==> config.mk <==
export PLATFORM = sky130hd
export DESIGN_NAME = tpwm_timer
export DESIGN_NICKNAME = d
export VERILOG_FILES = /design/src/logic/tpwm_pkg.sv /design/src/logic/tpwm_timer.sv
export VERILOG_INCLUDE_DIRS = /design/src /design/src/logic
export SDC_FILE = /design/constraint.sdc
export NUM_CORES = 1
export LEC_CHECK = 0
export BUFFER_PORTS_ARGS = -buffer_cell sky130_fd_sc_hd__buf_2
export CAP_MARGIN = 25
export CORE_UTILIZATION = 45
export DETAILED_ROUTE_END_ITERATION = 8
export MAX_ROUTING_LAYER = met4
export PLACE_DENSITY = 0.61
export SYNTH_ARGS = -nofsm -noshare
export SYNTH_HDL_FRONTEND = slang
export SYNTH_SLANG_ARGS = --single-unit
==> constraint.sdc <==
create_clock -name aclk -period 6.6 [get_ports aclk]
set_input_delay 1.32 -clock aclk [delete_from_list [all_inputs] [get_ports aclk]]
set_output_delay 1.32 -clock aclk [all_outputs]
set_load 0.02 [all_outputs]
==> src/logic/tpwm_consts.svh <==
// register offsets, field positions, reset values and codes of the triggered pwm timer
`ifndef TPWM_CONSTS_SVH
`define TPWM_CONSTS_SVH

// ==========================================================
// register byte offsets
`define TPWM_OFS_CTL0 8'h00
`define TPWM_OFS_CTL1 8'h04
`define TPWM_OFS_IOC0 8'h08
`define TPWM_OFS_IOC1 8'h0c
`define TPWM_OFS_IOC2 8'h10
`define TPWM_OFS_OPT0 8'h14
`define TPWM_OFS_CNT 8'h18
`define TPWM_OFS_CCR0 8'h1c
`define TPWM_OFS_STEP 8'h04

// ==========================================================
// field positions
`define TPWM_CE_BIT 0
`define TPWM_CKS_LO 1
`define TPWM_CKS_HI 3
`define TPWM_MD_LO 0
`define TPWM_MD_HI 2
`define TPWM_EEE_BIT 5
`define TPWM_EST_BIT 6
`define TPWM_ETS_LO 0
`define TPWM_ETS_HI 1
`define TPWM_EES_LO 2
`define TPWM_EES_HI 3

// ==========================================================
// values
`define TPWM_MODE_TRIG 3'h2
`define TPWM_CTL1_WMASK 8'hbf
`define TPWM_RST_REG8 8'h00
`define TPWM_RST_REG16 16'h0000
`define TPWM_CNT_IDLE 16'hffff
`define TPWM_CNT_ZERO 16'h0000
`define TPWM_RESP_OKAY 2'h0
`define TPWM_RESP_SLVERR 2'h2

`endif

==> src/logic/tpwm_pkg.sv <==
// types shared by the triggered pwm timer
package tpwm_pkg;

	// ==========================================================
	// counter state
	typedef enum logic [0:0] {
		TPWM_WAIT = 1'b0,
		TPWM_RUN = 1'b1
	} tpwm_state_type;

	// ==========================================================
	// axi4-lite carriers
	typedef struct packed {
		logic [7:0] awaddr;
		logic awvalid;
		logic [31:0] wdata;
		logic [3:0] wstrb;
		logic wvalid;
		logic bready;
		logic [7:0] araddr;
		logic arvalid;
		logic rready;
	} tpwm_axi_req_type;

	typedef struct packed {
		logic awready;
		logic wready;
		logic [1:0] bresp;
		logic bvalid;
		logic arready;
		logic [31:0] rdata;
		logic [1:0] rresp;
		logic rvalid;
	} tpwm_axi_rsp_type;

endpackage : tpwm_pkg

==> src/logic/tpwm_timer.sv <==
// triggered pwm timer with axi4-lite register slave
//
// Implementation choices: the AXI4-Lite interface to the registers and the register offsets.
`timescale 1ns/100ps
`include "tpwm_consts.svh"

// Notes on behaviour
// RULE1: lower width value interrupts once per cycle
// RULE2: width value above cycle never interrupts
// RULE3: mode field 010 selects triggered pwm
// RULE4: enabled counter waits idle for trigger
// RULE5: trigger moves counter ffff to 0, outputs start
// RULE6: trigger while running clears and restarts counter
// RULE7: trigger toggles square, drives pwm active
// RULE8: software trigger bit acts as trigger edge
// RULE9: square output toggles once per period
// RULE10: active width equals width value counts
// RULE11: period equals cycle value plus one
// RULE12: cycle interrupt and clear step after match
// RULE13: width interrupt when counter equals value
// RULE14: buffers reload only at cycle match clear (the code also loads them when the counter is enabled)
// RULE15: reload armed only by width a write
// RULE16: software writes width a last
// RULE17: per output enable and level bits
// RULE18: software keeps unused square enable zero
// RULE19: event enable selects count source
// RULE20: two-bit edge selects for trigger, event
// RULE21: counter read returns live counter
// RULE22: capture and overflow registers have no effect
// RULE23: software waits cycle interrupt before rewrite
// RULE24: zero gives 0 percent, cycle plus one 100
// RULE25: trigger edge acts at next count step
module tpwm_timer (
	// clock and reset
	input wire logic aclk,
	input wire logic aresetn,
	// register bus
	input wire tpwm_pkg::tpwm_axi_req_type axi_req,
	output tpwm_pkg::tpwm_axi_rsp_type axi_rsp,
	// pins in
	input wire logic trig_pin,
	input wire logic event_pin,
	// pins out
	output logic square_wave_out,
	output logic pwm_out_a,
	output logic pwm_out_b,
	output logic pwm_out_c,
	// event pulses
	output logic cycle_match_irq,
	output logic [2:0] width_match_irq
);
	import tpwm_pkg::*;

	// ==========================================================
	// axi4-lite slave
	logic awready_q, wready_q, bvalid_q, arready_q, rvalid_q;
	logic [1:0] bresp_q, rresp_q;
	logic [31:0] rdata_q, rd_word;
	logic aw_hold_q, w_hold_q;
	logic [7:0] aw_addr_q;
	logic [31:0] w_data_q;
	logic [3:0] w_strb_q;
	logic rd_hit;

	wire aw_take = axi_req.awvalid & awready_q;
	wire w_take = axi_req.wvalid & wready_q;
	wire ar_take = axi_req.arvalid & arready_q;
	wire have_aw = aw_hold_q | aw_take;
	wire have_w = w_hold_q | w_take;
	wire do_wr = have_aw & have_w;
	wire [7:0] wr_addr = aw_hold_q ? aw_addr_q : axi_req.awaddr;
	wire [31:0] wr_data = w_hold_q ? w_data_q : axi_req.wdata;
	wire [3:0] wr_strb = w_hold_q ? w_strb_q : axi_req.wstrb;
	wire bvalid_d = do_wr | (bvalid_q & ~axi_req.bready);
	wire rvalid_d = ar_take | (rvalid_q & ~axi_req.rready);

	// write decode
	wire wr_ctl0 = do_wr & wr_strb[0] & (wr_addr == `TPWM_OFS_CTL0);
	wire wr_ctl1 = do_wr & wr_strb[0] & (wr_addr == `TPWM_OFS_CTL1);
	wire wr_ioc0 = do_wr & wr_strb[0] & (wr_addr == `TPWM_OFS_IOC0);
	wire wr_ioc1 = do_wr & wr_strb[0] & (wr_addr == `TPWM_OFS_IOC1);
	wire wr_ioc2 = do_wr & wr_strb[0] & (wr_addr == `TPWM_OFS_IOC2);
	wire wr_opt0 = do_wr & wr_strb[0] & (wr_addr == `TPWM_OFS_OPT0);
	wire [3:0] wr_ccr;
	wire [3:0] ccr_addr_hit;
	wire wr_mapped;

	genvar gk;
	generate
		for (gk = 0; gk < 4; gk++) begin : g_ccr_dec
			assign ccr_addr_hit[gk] = (wr_addr == (`TPWM_OFS_CCR0 + 8'(gk * 4)));
			assign wr_ccr[gk] = do_wr & ccr_addr_hit[gk];
		end
	endgenerate

	// the counter read buffer is read-only, so a write there is refused
	assign wr_mapped = (wr_addr <= `TPWM_OFS_OPT0) | (|ccr_addr_hit);

	always_ff @(posedge aclk) begin
		if (!aresetn) begin
			awready_q <= 1'b0;
			wready_q <= 1'b0;
			arready_q <= 1'b0;
			bvalid_q <= 1'b0;
			rvalid_q <= 1'b0;
			bresp_q <= `TPWM_RESP_OKAY;
			rresp_q <= `TPWM_RESP_OKAY;
			rdata_q <= 32'h00000000;
			aw_hold_q <= 1'b0;
			w_hold_q <= 1'b0;
			aw_addr_q <= 8'h00;
			w_data_q <= 32'h00000000;
			w_strb_q <= 4'h0;
		end else begin
			aw_hold_q <= have_aw & ~do_wr;
			w_hold_q <= have_w & ~do_wr;
			awready_q <= ~(have_aw & ~do_wr) & ~bvalid_d;
			wready_q <= ~(have_w & ~do_wr) & ~bvalid_d;
			arready_q <= ~rvalid_d;
			bvalid_q <= bvalid_d;
			rvalid_q <= rvalid_d;
			if (aw_take) begin
				aw_addr_q <= axi_req.awaddr;
			end
			if (w_take) begin
				w_data_q <= axi_req.wdata;
				w_strb_q <= axi_req.wstrb;
			end
			if (do_wr) begin
				bresp_q <= wr_mapped ? `TPWM_RESP_OKAY : `TPWM_RESP_SLVERR;
			end
			if (ar_take) begin
				rdata_q <= rd_word;
				rresp_q <= rd_hit ? `TPWM_RESP_OKAY : `TPWM_RESP_SLVERR;
			end
		end
	end

	assign axi_rsp.awready = awready_q;
	assign axi_rsp.wready = wready_q;
	assign axi_rsp.bvalid = bvalid_q;
	assign axi_rsp.bresp = bresp_q;
	assign axi_rsp.arready = arready_q;
	assign axi_rsp.rvalid = rvalid_q;
	assign axi_rsp.rdata = rdata_q;
	assign axi_rsp.rresp = rresp_q;

	// ==========================================================
	// registers
	logic [7:0] ctl0_q, ctl1_q, ioc0_q, ioc1_q, ioc2_q, opt0_q;
	logic [15:0] ccr_q [4];
	logic [15:0] buf_q [4];
	logic [15:0] cnt_q, cnt_d;

	always_ff @(posedge aclk) begin
		if (!aresetn) begin
			ctl0_q <= `TPWM_RST_REG8;
			ctl1_q <= `TPWM_RST_REG8;
			ioc0_q <= `TPWM_RST_REG8;
			ioc1_q <= `TPWM_RST_REG8;
			ioc2_q <= `TPWM_RST_REG8;
			opt0_q <= `TPWM_RST_REG8;
			for (int i = 0; i < 4; i++) begin
				ccr_q[i] <= `TPWM_RST_REG16;
			end
		end else begin
			if (wr_ctl0) ctl0_q <= wr_data[7:0];
			// the trigger bit is a strobe and always reads back as zero
			if (wr_ctl1) ctl1_q <= wr_data[7:0] & `TPWM_CTL1_WMASK; // RULE8
			if (wr_ioc0) ioc0_q <= wr_data[7:0];
			// stored for software only, never read by the counter
			if (wr_ioc1) ioc1_q <= wr_data[7:0]; // RULE22
			if (wr_opt0) opt0_q <= wr_data[7:0]; // RULE22
			if (wr_ioc2) ioc2_q <= wr_data[7:0];
			for (int i = 0; i < 4; i++) begin
				if (wr_ccr[i]) begin
					ccr_q[i][15:8] <= wr_strb[1] ? wr_data[15:8] : ccr_q[i][15:8];
					ccr_q[i][7:0] <= wr_strb[0] ? wr_data[7:0] : ccr_q[i][7:0];
				end
			end
		end
	end

	// read decode
	always_comb begin
		rd_word = 32'h00000000;
		rd_hit = 1'b1;
		if (axi_req.araddr == `TPWM_OFS_CTL0) begin
			rd_word[7:0] = ctl0_q;
		end else if (axi_req.araddr == `TPWM_OFS_CTL1) begin
			rd_word[7:0] = ctl1_q;
		end else if (axi_req.araddr == `TPWM_OFS_IOC0) begin
			rd_word[7:0] = ioc0_q;
		end else if (axi_req.araddr == `TPWM_OFS_IOC1) begin
			rd_word[7:0] = ioc1_q;
		end else if (axi_req.araddr == `TPWM_OFS_IOC2) begin
			rd_word[7:0] = ioc2_q;
		end else if (axi_req.araddr == `TPWM_OFS_OPT0) begin
			rd_word[7:0] = opt0_q;
		end else if (axi_req.araddr == `TPWM_OFS_CNT) begin
			rd_word[15:0] = cnt_q; // RULE21
		end else if (axi_req.araddr == `TPWM_OFS_CCR0) begin
			rd_word[15:0] = ccr_q[0];
		end else if (axi_req.araddr == `TPWM_OFS_CCR0 + `TPWM_OFS_STEP) begin
			rd_word[15:0] = ccr_q[1];
		end else if (axi_req.araddr == `TPWM_OFS_CCR0 + 8'h08) begin
			rd_word[15:0] = ccr_q[2];
		end else if (axi_req.araddr == `TPWM_OFS_CCR0 + 8'h0c) begin
			rd_word[15:0] = ccr_q[3];
		end else begin
			rd_hit = 1'b0;
		end
	end

	// ==========================================================
	// pin synchronisers and edge detection
	logic trig_meta_q, trig_sync_q, trig_prev_q;
	logic ev_meta_q, ev_sync_q, ev_prev_q;
	logic [7:0] presc_q;

	function automatic logic edge_hit(input logic [1:0] sel, input logic prev, input logic cur);
		edge_hit = (sel[0] & ~prev & cur) | (sel[1] & prev & ~cur);
	endfunction : edge_hit

	always_ff @(posedge aclk) begin
		if (!aresetn) begin
			trig_meta_q <= 1'b0;
			trig_sync_q <= 1'b0;
			trig_prev_q <= 1'b0;
			ev_meta_q <= 1'b0;
			ev_sync_q <= 1'b0;
			ev_prev_q <= 1'b0;
			presc_q <= 8'h00;
		end else begin
			trig_meta_q <= trig_pin;
			trig_sync_q <= trig_meta_q;
			trig_prev_q <= trig_sync_q;
			ev_meta_q <= event_pin;
			ev_sync_q <= ev_meta_q;
			ev_prev_q <= ev_sync_q;
			presc_q <= presc_q + 8'h01;
		end
	end

	wire trig_hit = edge_hit(ioc2_q[`TPWM_ETS_HI:`TPWM_ETS_LO], trig_prev_q, trig_sync_q); // RULE20
	wire ev_hit = edge_hit(ioc2_q[`TPWM_EES_HI:`TPWM_EES_LO], ev_prev_q, ev_sync_q); // RULE20
	wire [7:0] presc_mask = ~(8'hff << ctl0_q[`TPWM_CKS_HI:`TPWM_CKS_LO]);
	wire presc_tick = ((presc_q & presc_mask) == presc_mask);

	// ==========================================================
	// counter, buffers and waveforms
	tpwm_state_type state_q, state_d;
	logic active_q, trig_pend_q, reload_q, sq_q;
	logic [2:0] act_q, act_d;
	logic square_q, cyc_irq_q;
	logic [2:0] pwm_q, wid_irq_q;
	logic [15:0] cmp_buf [4];

	wire active = ctl0_q[`TPWM_CE_BIT] & (ctl1_q[`TPWM_MD_HI:`TPWM_MD_LO] == `TPWM_MODE_TRIG); // RULE3
	wire step = active & (ctl1_q[`TPWM_EEE_BIT] ? ev_hit : presc_tick); // RULE19
	wire sw_trig = wr_ctl1 & wr_data[`TPWM_EST_BIT]; // RULE8
	wire trig_any = trig_pend_q | trig_hit | sw_trig; // RULE25
	wire running = (state_q == TPWM_RUN);
	wire at_end = running & (cnt_q == buf_q[0]);
	wire restart = step & trig_any; // RULE5 RULE6
	wire wrap = step & ~trig_any & at_end; // RULE12 RULE11
	wire moved = restart | wrap | (step & running);
	wire start = active & ~active_q;
	wire load_now = start | (wrap & reload_q); // RULE14 RULE15
	wire [2:0] wmatch;

	always_comb begin
		state_d = state_q;
		cnt_d = cnt_q;
		if (!active) begin
			state_d = TPWM_WAIT;
			cnt_d = `TPWM_CNT_IDLE; // RULE4
		end else if (restart) begin
			state_d = TPWM_RUN;
			cnt_d = `TPWM_CNT_ZERO; // RULE5 RULE6
		end else if (wrap) begin
			cnt_d = `TPWM_CNT_ZERO; // RULE12
		end else if (step & running) begin
			cnt_d = cnt_q + 16'h0001;
		end
	end

	generate
		for (gk = 0; gk < 4; gk++) begin : g_cmp
			assign cmp_buf[gk] = load_now ? ccr_q[gk] : buf_q[gk];
		end
		for (gk = 0; gk < 3; gk++) begin : g_width
			// a match beats the trigger's set, so a zero width stays inactive
			assign wmatch[gk] = active & moved & (cnt_d == cmp_buf[gk + 1]); // RULE13 RULE1 RULE24
			assign act_d[gk] = wmatch[gk] ? 1'b0 :
				(restart | wrap) ? 1'b1 : (active & act_q[gk]); // RULE7 RULE10
		end
	endgenerate

	wire sq_d = ioc0_q[0] ? (sq_q ^ (restart | wrap)) : ioc0_q[1]; // RULE7 RULE9 RULE17

	always_ff @(posedge aclk) begin
		if (!aresetn) begin
			state_q <= TPWM_WAIT;
			cnt_q <= `TPWM_CNT_IDLE;
			active_q <= 1'b0;
			trig_pend_q <= 1'b0;
			reload_q <= 1'b0;
			act_q <= 3'h0;
			sq_q <= 1'b0;
			for (int i = 0; i < 4; i++) begin
				buf_q[i] <= `TPWM_RST_REG16;
			end
		end else begin
			state_q <= state_d;
			cnt_q <= cnt_d;
			active_q <= active;
			trig_pend_q <= active & trig_any & ~step; // RULE25
			// a fresh width a write wins over the reload that consumes the old one
			reload_q <= wr_ccr[1] | (reload_q & ~(wrap & reload_q)); // RULE15
			act_q <= act_d;
			sq_q <= sq_d;
			for (int i = 0; i < 4; i++) begin
				buf_q[i] <= cmp_buf[i]; // RULE14
			end
		end
	end

	// registered pins and pulses
	always_ff @(posedge aclk) begin
		if (!aresetn) begin
			square_q <= 1'b0;
			pwm_q <= 3'h0;
			cyc_irq_q <= 1'b0;
			wid_irq_q <= 3'h0;
		end else begin
			square_q <= sq_d;
			for (int i = 0; i < 3; i++) begin
				pwm_q[i] <= ioc0_q[2 * i + 2] & (act_d[i] ^ ioc0_q[2 * i + 3]); // RULE17
			end
			cyc_irq_q <= wrap; // RULE12
			wid_irq_q <= wmatch; // RULE13 RULE2
		end
	end

	assign square_wave_out = square_q;
	assign pwm_out_a = pwm_q[0];
	assign pwm_out_b = pwm_q[1];
	assign pwm_out_c = pwm_q[2];
	assign cycle_match_irq = cyc_irq_q;
	assign width_match_irq = wid_irq_q;

	// ==========================================================
	// checks
	a_idle_hold: assert property (@(posedge aclk) disable iff (!aresetn)
		!active |=> (cnt_q == `TPWM_CNT_IDLE) && (state_q == TPWM_WAIT)) // RULE4
		else $error("counter not idle while disabled");
	a_mode_gate: assert property (@(posedge aclk) disable iff (!aresetn)
		(ctl1_q[2:0] != 3'h2) |=> !running && !cyc_irq_q) // RULE3
		else $error("counter ran outside triggered mode");
	a_trig_restart: assert property (@(posedge aclk) disable iff (!aresetn)
		restart |=> (cnt_q == 16'h0000) && running && !cyc_irq_q) // RULE5
		else $error("trigger did not restart counter");
	a_cycle_wrap: assert property (@(posedge aclk) disable iff (!aresetn)
		(running && active && step && !trig_any && cnt_q == buf_q[0])
		|=> cyc_irq_q && (cnt_q == 16'h0000)) // RULE12
		else $error("cycle match did not clear counter");
	a_width_same: assert property (@(posedge aclk) disable iff (!aresetn)
		wid_irq_q[0] |-> (cnt_q == buf_q[1]) && (!pwm_q[0] || ioc0_q[3])) // RULE13
		else $error("width pulse not at counter equality");
	a_width_above: assert property (@(posedge aclk) disable iff (!aresetn)
		(running && buf_q[3] > buf_q[0] && cnt_q <= buf_q[0]) |-> !wid_irq_q[2]) // RULE2
		else $error("width pulse above cycle value");
	a_square_flip: assert property (@(posedge aclk) disable iff (!aresetn)
		((restart || wrap) && ioc0_q[0] && !wr_ioc0)
		|=> square_wave_out != $past(square_wave_out)) // RULE7
		else $error("square output did not toggle");
	a_reload_gate: assert property (@(posedge aclk) disable iff (!aresetn)
		(active_q && !reload_q) |=> buf_q[0] == $past(buf_q[0])) // RULE15
		else $error("buffer reloaded without width a write");
	a_cnt_read: assert property (@(posedge aclk) disable iff (!aresetn)
		(ar_take && axi_req.araddr == 8'h18) |=> rdata_q[15:0] == $past(cnt_q)) // RULE21
		else $error("counter read mismatch");
	a_idle_level: assert property (@(posedge aclk) disable iff (!aresetn)
		!active |=> pwm_out_a == ($past(ioc0_q[2]) & $past(ioc0_q[3]))) // RULE17
		else $error("pwm idle level wrong");

endmodule : tpwm_timer

Word level (Yosys, flattened, before mapping). Memories as Yosys holds them, arrays and structs flattened. Index checks and enable logic that the tools add are counted.

Add/sub/neg operators: 2. Magnitude comparators: 1. Eq/ne operators: 25. Shift-type cells: 1. Multiplexer cells: 83. Bitwise operators: 98. Reduce and logical (&&, ||, !) cells: 4.

Operator list (number): 16-bit two-way mux (18); 8-bit two-way mux (29); 16-bit equality test (4); 8-bit by 5-bit equality test with 1-bit output, second input constant (7); 1-bit AND (52); 8-bit by 6-bit equality test with 1-bit output, second input constant (6); 1-bit two-way mux (33); 8-bit by 4-bit equality test with 1-bit output, second input constant (4); 1-bit bitwise OR (25); 16-bit by 1-bit adder with 16-bit output, second input constant (1); 8-bit by 3-bit equality test with 1-bit output, second input constant (2); 8-bit zero test (2); 1-bit inverter (15); 8-bit by 1-bit adder with 8-bit output, second input constant (1); 8-bit AND (1); 8-bit equality test (1); 8-bit by 5-bit less-or-equal comparator with 1-bit output, second input constant (1); 8-bit inverter (1); 8-bit by 3-bit left shift with 8-bit output, first input constant (1); 2-bit two-way mux (3); 4-bit OR reduction (1); 1-bit XOR (4); 3-bit by 2-bit equality test with 1-bit output, second input constant (1); 2-bit AND reduction (1).

Register bits: 145. RAM bits: 128. Input bits: 61. Word-level logic and storage cells: 252. Memories: 2.

Memories: buf_q (depth 4, bits a word 16, rd ports 4, clocked after Yosys merged registers in 0, write ports 4, line tpwm_timer.sv:152) `logic [15:0] buf_q [4];`; ccr_q (depth 4, bits a word 16, rd ports 4, clocked after Yosys merged registers in 0, write ports 4, line tpwm_timer.sv:151) `logic [15:0] ccr_q [4];`.

Depth between registers and ports, before layout.
Depth in word-level cells: 18. Mapped depth: 15. Gate-level depth less buffers: 11.

Least setup slack after synthesis. No wires, ideal clock.

Path kind: input to register. Start: input axi_req[56] (netlist bit). End: register act_q[1]. Setup time: 0.116 ns. Arrival: 4.844 ns. Setup slack: 1.639 ns. Stages: 11. Cells stage by stage: or4_1 -> a221o_1 -> or4_4 -> and2_1 -> nor3_1 -> o21ai_1 -> xor2_1 -> nor4b_2 -> nand4b_1 -> or4_1 -> o211a_1.

Cells in the longest elaborated chain, start to end: 14.

RTL lines: from (decl) (line tpwm_timer.sv:38) `input wire tpwm_pkg::tpwm_axi_req_type axi_req,`; 8-bit two-way mux (*) (line tpwm_timer.sv:71) `wire [7:0] wr_addr = aw_hold_q ? aw_addr_q : axi_req.awaddr;`; 8-bit by 3-bit equality test with 1-bit output (no line) (*); 1-bit AND (*) (line tpwm_timer.sv:79) `` wire wr_ctl1 = do_wr & wr_strb[0] & (wr_addr == `TPWM_OFS_CTL1); ``; 1-bit AND (*) (line tpwm_timer.sv:261) `` wire sw_trig = wr_ctl1 & wr_data[`TPWM_EST_BIT]; ``; 1-bit bitwise OR (*) (line tpwm_timer.sv:262) `wire trig_any = trig_pend_q | trig_hit | sw_trig;`; 1-bit inverter (line tpwm_timer.sv:266) `wire wrap = step & ~trig_any & at_end;`; 1-bit AND (2 in a row) (line tpwm_timer.sv:266); 16-bit two-way mux or 1-bit AND (tied branches) (line tpwm_timer.sv:281, tpwm_timer.sv:269); 16-bit two-way mux or 1-bit bitwise OR (tied branches) (line tpwm_timer.sv:278, tpwm_timer.sv:269); 16-bit two-way mux, on equally long branches (line tpwm_timer.sv:275, tpwm_timer.sv:290); 16-bit equality test (line tpwm_timer.sv:294) `assign wmatch[gk] = active & moved & (cnt_d == cmp_buf[gk + 1]);`; 1-bit AND (line tpwm_timer.sv:294); 1-bit two-way mux (*) (line tpwm_timer.sv:295) `assign act_d[gk] = wmatch[gk] ? 1'b0 :`; to (signal assigned) (line tpwm_timer.sv:321) `act_q <= act_d;`; to (decl) (line tpwm_timer.sv:254) `logic [2:0] act_q, act_d;`.

Every way passes the cells marked *; elsewhere a longest branch is shown, timed or not. A chain may end at the register's enable or synchronous reset.

Final worst setup path.
Start: input axi_req[56] (netlist bit). End: register pwm_q[0].

Cells in the longest elaborated chain, start to end: 16.

RTL lines: 8-bit two-way mux (*) (line tpwm_timer.sv:71); 8-bit by 3-bit equality test with 1-bit output (no line) (*); 1-bit AND (*) (line tpwm_timer.sv:79); 1-bit AND (*) (line tpwm_timer.sv:261); 1-bit bitwise OR (*) (line tpwm_timer.sv:262); 1-bit inverter (line tpwm_timer.sv:266); 1-bit AND (2 in a row) (line tpwm_timer.sv:266); 16-bit two-way mux or 1-bit AND (tied branches) (line tpwm_timer.sv:281, tpwm_timer.sv:269); 16-bit two-way mux or 1-bit bitwise OR (tied branches) (line tpwm_timer.sv:278, tpwm_timer.sv:269); 16-bit two-way mux, on equally long branches (line tpwm_timer.sv:275, tpwm_timer.sv:290); 16-bit equality test (line tpwm_timer.sv:294); 1-bit AND (line tpwm_timer.sv:294); 1-bit two-way mux (*) (line tpwm_timer.sv:295); 1-bit XOR (*) (line tpwm_timer.sv:339) `pwm_q[i] <= ioc0_q[2 * i + 2] & (act_d[i] ^ ioc0_q[2 * i + 3]);`; 1-bit AND (*) (line tpwm_timer.sv:339); to (signal, indexed assignment) (line tpwm_timer.sv:339); to (decl) (line tpwm_timer.sv:256) `logic [2:0] pwm_q, wid_irq_q;`.

Marks and branches as above.

==> reports/results.ini <==
[outcome]
status = complete, no violations

[cts]
post-cts-setup-buffer-count = 0
cts_max_level = 1
ctsRootBufferMaster = clkbuf_16
tritoncts = built
postCtsResizedCells = 0
clock_latency_ps = 560
cts_made_buffers = 30
clk_path_buf_depth = 3
cts.clk_slew.worst_paths_ps = 60
cts.sinks = 270
cts_hold_buf = 0

[detailed_routing]
drt_wl_total_um = 37130
dr.pass1.iters = 5
drc = 0
via_per_inst = 5.787
routedWlPerCell_um = 20.25
vias = 10610
antenna_left = 0
drtIter0Drc = 1000

[critical_path]
arrival_ps = 5780
reg2reg_to = pwm_q[0]
critical_path.n_buffers_inverters = 2
worst-path-stages = 13
crit_path_max_fanout = 48
crit_family = simple AND/OR/NAND/NOR gates
reg2reg_depth = 12
critical_path_class = in -> reg
cpPeakStageDelay_ps = 660
critPathSlowestCell = o21a_4
cp-start-kind = primary input
crit_chain = buf_2 -> or4_1 -> a221o_1 -> or4_4 -> nand4_2 -> o21a_4 -> buf_4 -> mux2i_1 -> o221ai_1 -> nor4b_1 -> nand3_1 -> or4_1 -> nand3_1
ff2ff_setup_slack_ps = 1660
critPathRequiredTime_ps = 7080
timing.rr.start = aw_hold_q
crit_path_end_kind = flip-flop
endpoint = pwm_q[0]
crit_start = axi_req[56]

[logic_synthesis]
synth_cells = 1379
synth_flop_cell = dfxtp_1
ys_ff_latch = 270
synth-edff-count = 64
ys_async_sr_fraction_pct = 0
syn_area_mm2 = 0.01253
yosysWarnings = 0
synth_cell_types = 77
ys_seq_area_share_pct = 48.23
synth_area_per_cell_um2 = 9.090

[final_layout]
multi_input_comb_area_mm2 = 0.006038
nNetsFinal = 1504
fin_util_pct = 52.30
n_fill_cell = 2528
fin_cells = 1834
diodes = 0
regArea_mm2 = 0.006046
drive_gt1_share_pct = 12.72
area_growth_pct = 13.08
final_area_mm2 = 0.01417

[timing]
fin_crit_sh_pct = 80.30
grt_setup_unrepaired = no
totalNegativeSetupSlack_ps = 0
layout_setup_ws_ps = 1300
hold_ws_ps = 432.3
slew_viol_final = 0
slew-limit-headroom_pct = 26.05
clock_skew_ps = 14.03
setup_viol = 0
fin_crit_ps = 5300
worst_pin_slew_ps = 1109
hold_violations = 0
fmax_mhz = 188.7

[floorplan]
die_h_um = 168.9
num_rows = 60
io_pins = 110
start_util_pct = 46.25
die_x_um = 168.9
core_region_area_mm2 = 0.02710
die_area_mm2 = 0.02853

[global_route]
grt_max_degree = 73
overflow = 0
grt_usage_pct = 26.89
grt_pass1_vias = 9912
antenna_found_initial = 0
grt_pass1_wl_um = 57590

[run]
cap_violations = 0

[worst_hold_path]
hold_class = reg -> reg

[pwr]
p_per_area_mw_per_mm2 = 245.4
max-vdd-ir-drop_mv = 0.1778
leakagePower_nw = 5.339
finalPower_mw = 3.478

[placed_design]
gp_congestion = 0.9517
placed_cells = 1776
place_ws_ps = 748.1
hpwl_um = 27250
io_buffers = 73
place_area_mm2 = 0.01324

## where the power goes
group	internal [mW]	total [mW]	switching (mW)
Sequential	1.72	1.75	0.0288
Combinational	0.0535	0.181	0.128
Clock	0.887	1.55	0.659
## cell type report
cell class | count | share of cell area, %
clock buffers | 44 | 6.029
well taps | 372 | 3.284
multi-input cells | 1014 | 42.60
clock inverters | 9 | 0.3178
repair buffers | 114 | 4.802
inverters | 11 | 0.3090
flip-flops and latches | 270 | 42.66
## sequential cells by signal, indices dropped and copies added (netlist names), 7 cells and up
name and flops:
ioc1_q 8, ioc0_q 8, presc_q 7, opt0_q 8, ioc2_q 8, ccr_q 64, cnt_q 16, rdata_q 16
buf_q 64, ctl0_q 8, ctl1_q 7, aw_addr_q 8, w_data_q 16
## cells in the mapped netlist (15+ instances only)
master / n / area (µm²)
nor3_1: 21 / 105.1
xnor2_1: 34 / 297.8
a21oi_1: 77 / 385.4
a31oi_1: 16 / 100.1
o21ai_0: 42 / 210.2
nand3_1: 42 / 210.2
buf_4: 27 / 202.7
xor2_1: 20 / 175.2
clkbuf_1: 66 / 247.7
nor2_1: 222 / 833.3
dfxtp_1: 206 / 4124
a211oi_1: 50 / 375.4
mux2i_1: 80 / 800.8
nand4_1: 19 / 118.9
and3_1: 16 / 100.1
edfxtp_1: 64 / 1922
nand2_1: 149 / 559.3
a22oi_1: 15 / 112.6
and2_1: 15 / 93.84
nand2b_1: 16 / 100.1
## per-layer routing
metal	global-route usage, %	vias up	share of wire, %
met5	-	-	0
met4	9.289	0	3.3
met3	3.390	74	7.5
met2	40.48	436	44
met1	37.23	5064	45
li1	-	5039	-
## placed cells by master, fill, tap and decap left out, types with 10 or more instances in the layout
cell type / Yosys / layout
mux2i_1: 80 / 80
clkbuf_16: 0 / 31
or4_1: 14 / 14
nand2_1: 149 / 149
buf_4: 27 / 31
xor2_1: 20 / 20
o31ai_1: 11 / 11
a211oi_1: 50 / 50
nor2_1: 222 / 222
a22oi_1: 15 / 15
a31oi_1: 16 / 16
edfxtp_1: 64 / 64
nand4_1: 19 / 19
and2_1: 15 / 15
nor3_1: 21 / 20
nand2b_1: 16 / 16
clkbuf_1: 66 / 10
dfxtp_1: 206 / 206
conb_1: 1 / 18
inv_1: 11 / 10
a21oi_1: 77 / 77
and3_1: 16 / 16
xnor2_1: 34 / 34
o21ai_0: 42 / 42
buf_2: 4 / 76
nand3_1: 42 / 42
## kinds of logic (layout without fill, tap and decap cells)
logic type	Yosys count	after routing	synth area share [%]
buffers and inverters	112	178	4.262
muxes	87	87	7.107
DFF	270	270	48.23
other	1	18	0.02992
xor gates and xnor gates	54	54	3.773
and+or+nand+nor	563	563	20.74
adders and majority gates	2	2	0.1996
AOI/OAI and AO/OA	290	290	15.65
## worst min path at each step
stage                            from          end  cells past startpoint
final                     trig_meta_q  trig_sync_q                      1
after global routing      trig_meta_q  trig_sync_q                      1
after CTS                 trig_meta_q  trig_sync_q                      1
after detailed placement  trig_meta_q  trig_sync_q                      1
after global placement    trig_meta_q  trig_sync_q                      1
after floorplan             ev_meta_q    ev_sync_q                      1
(Power assumes the default switching activity.)
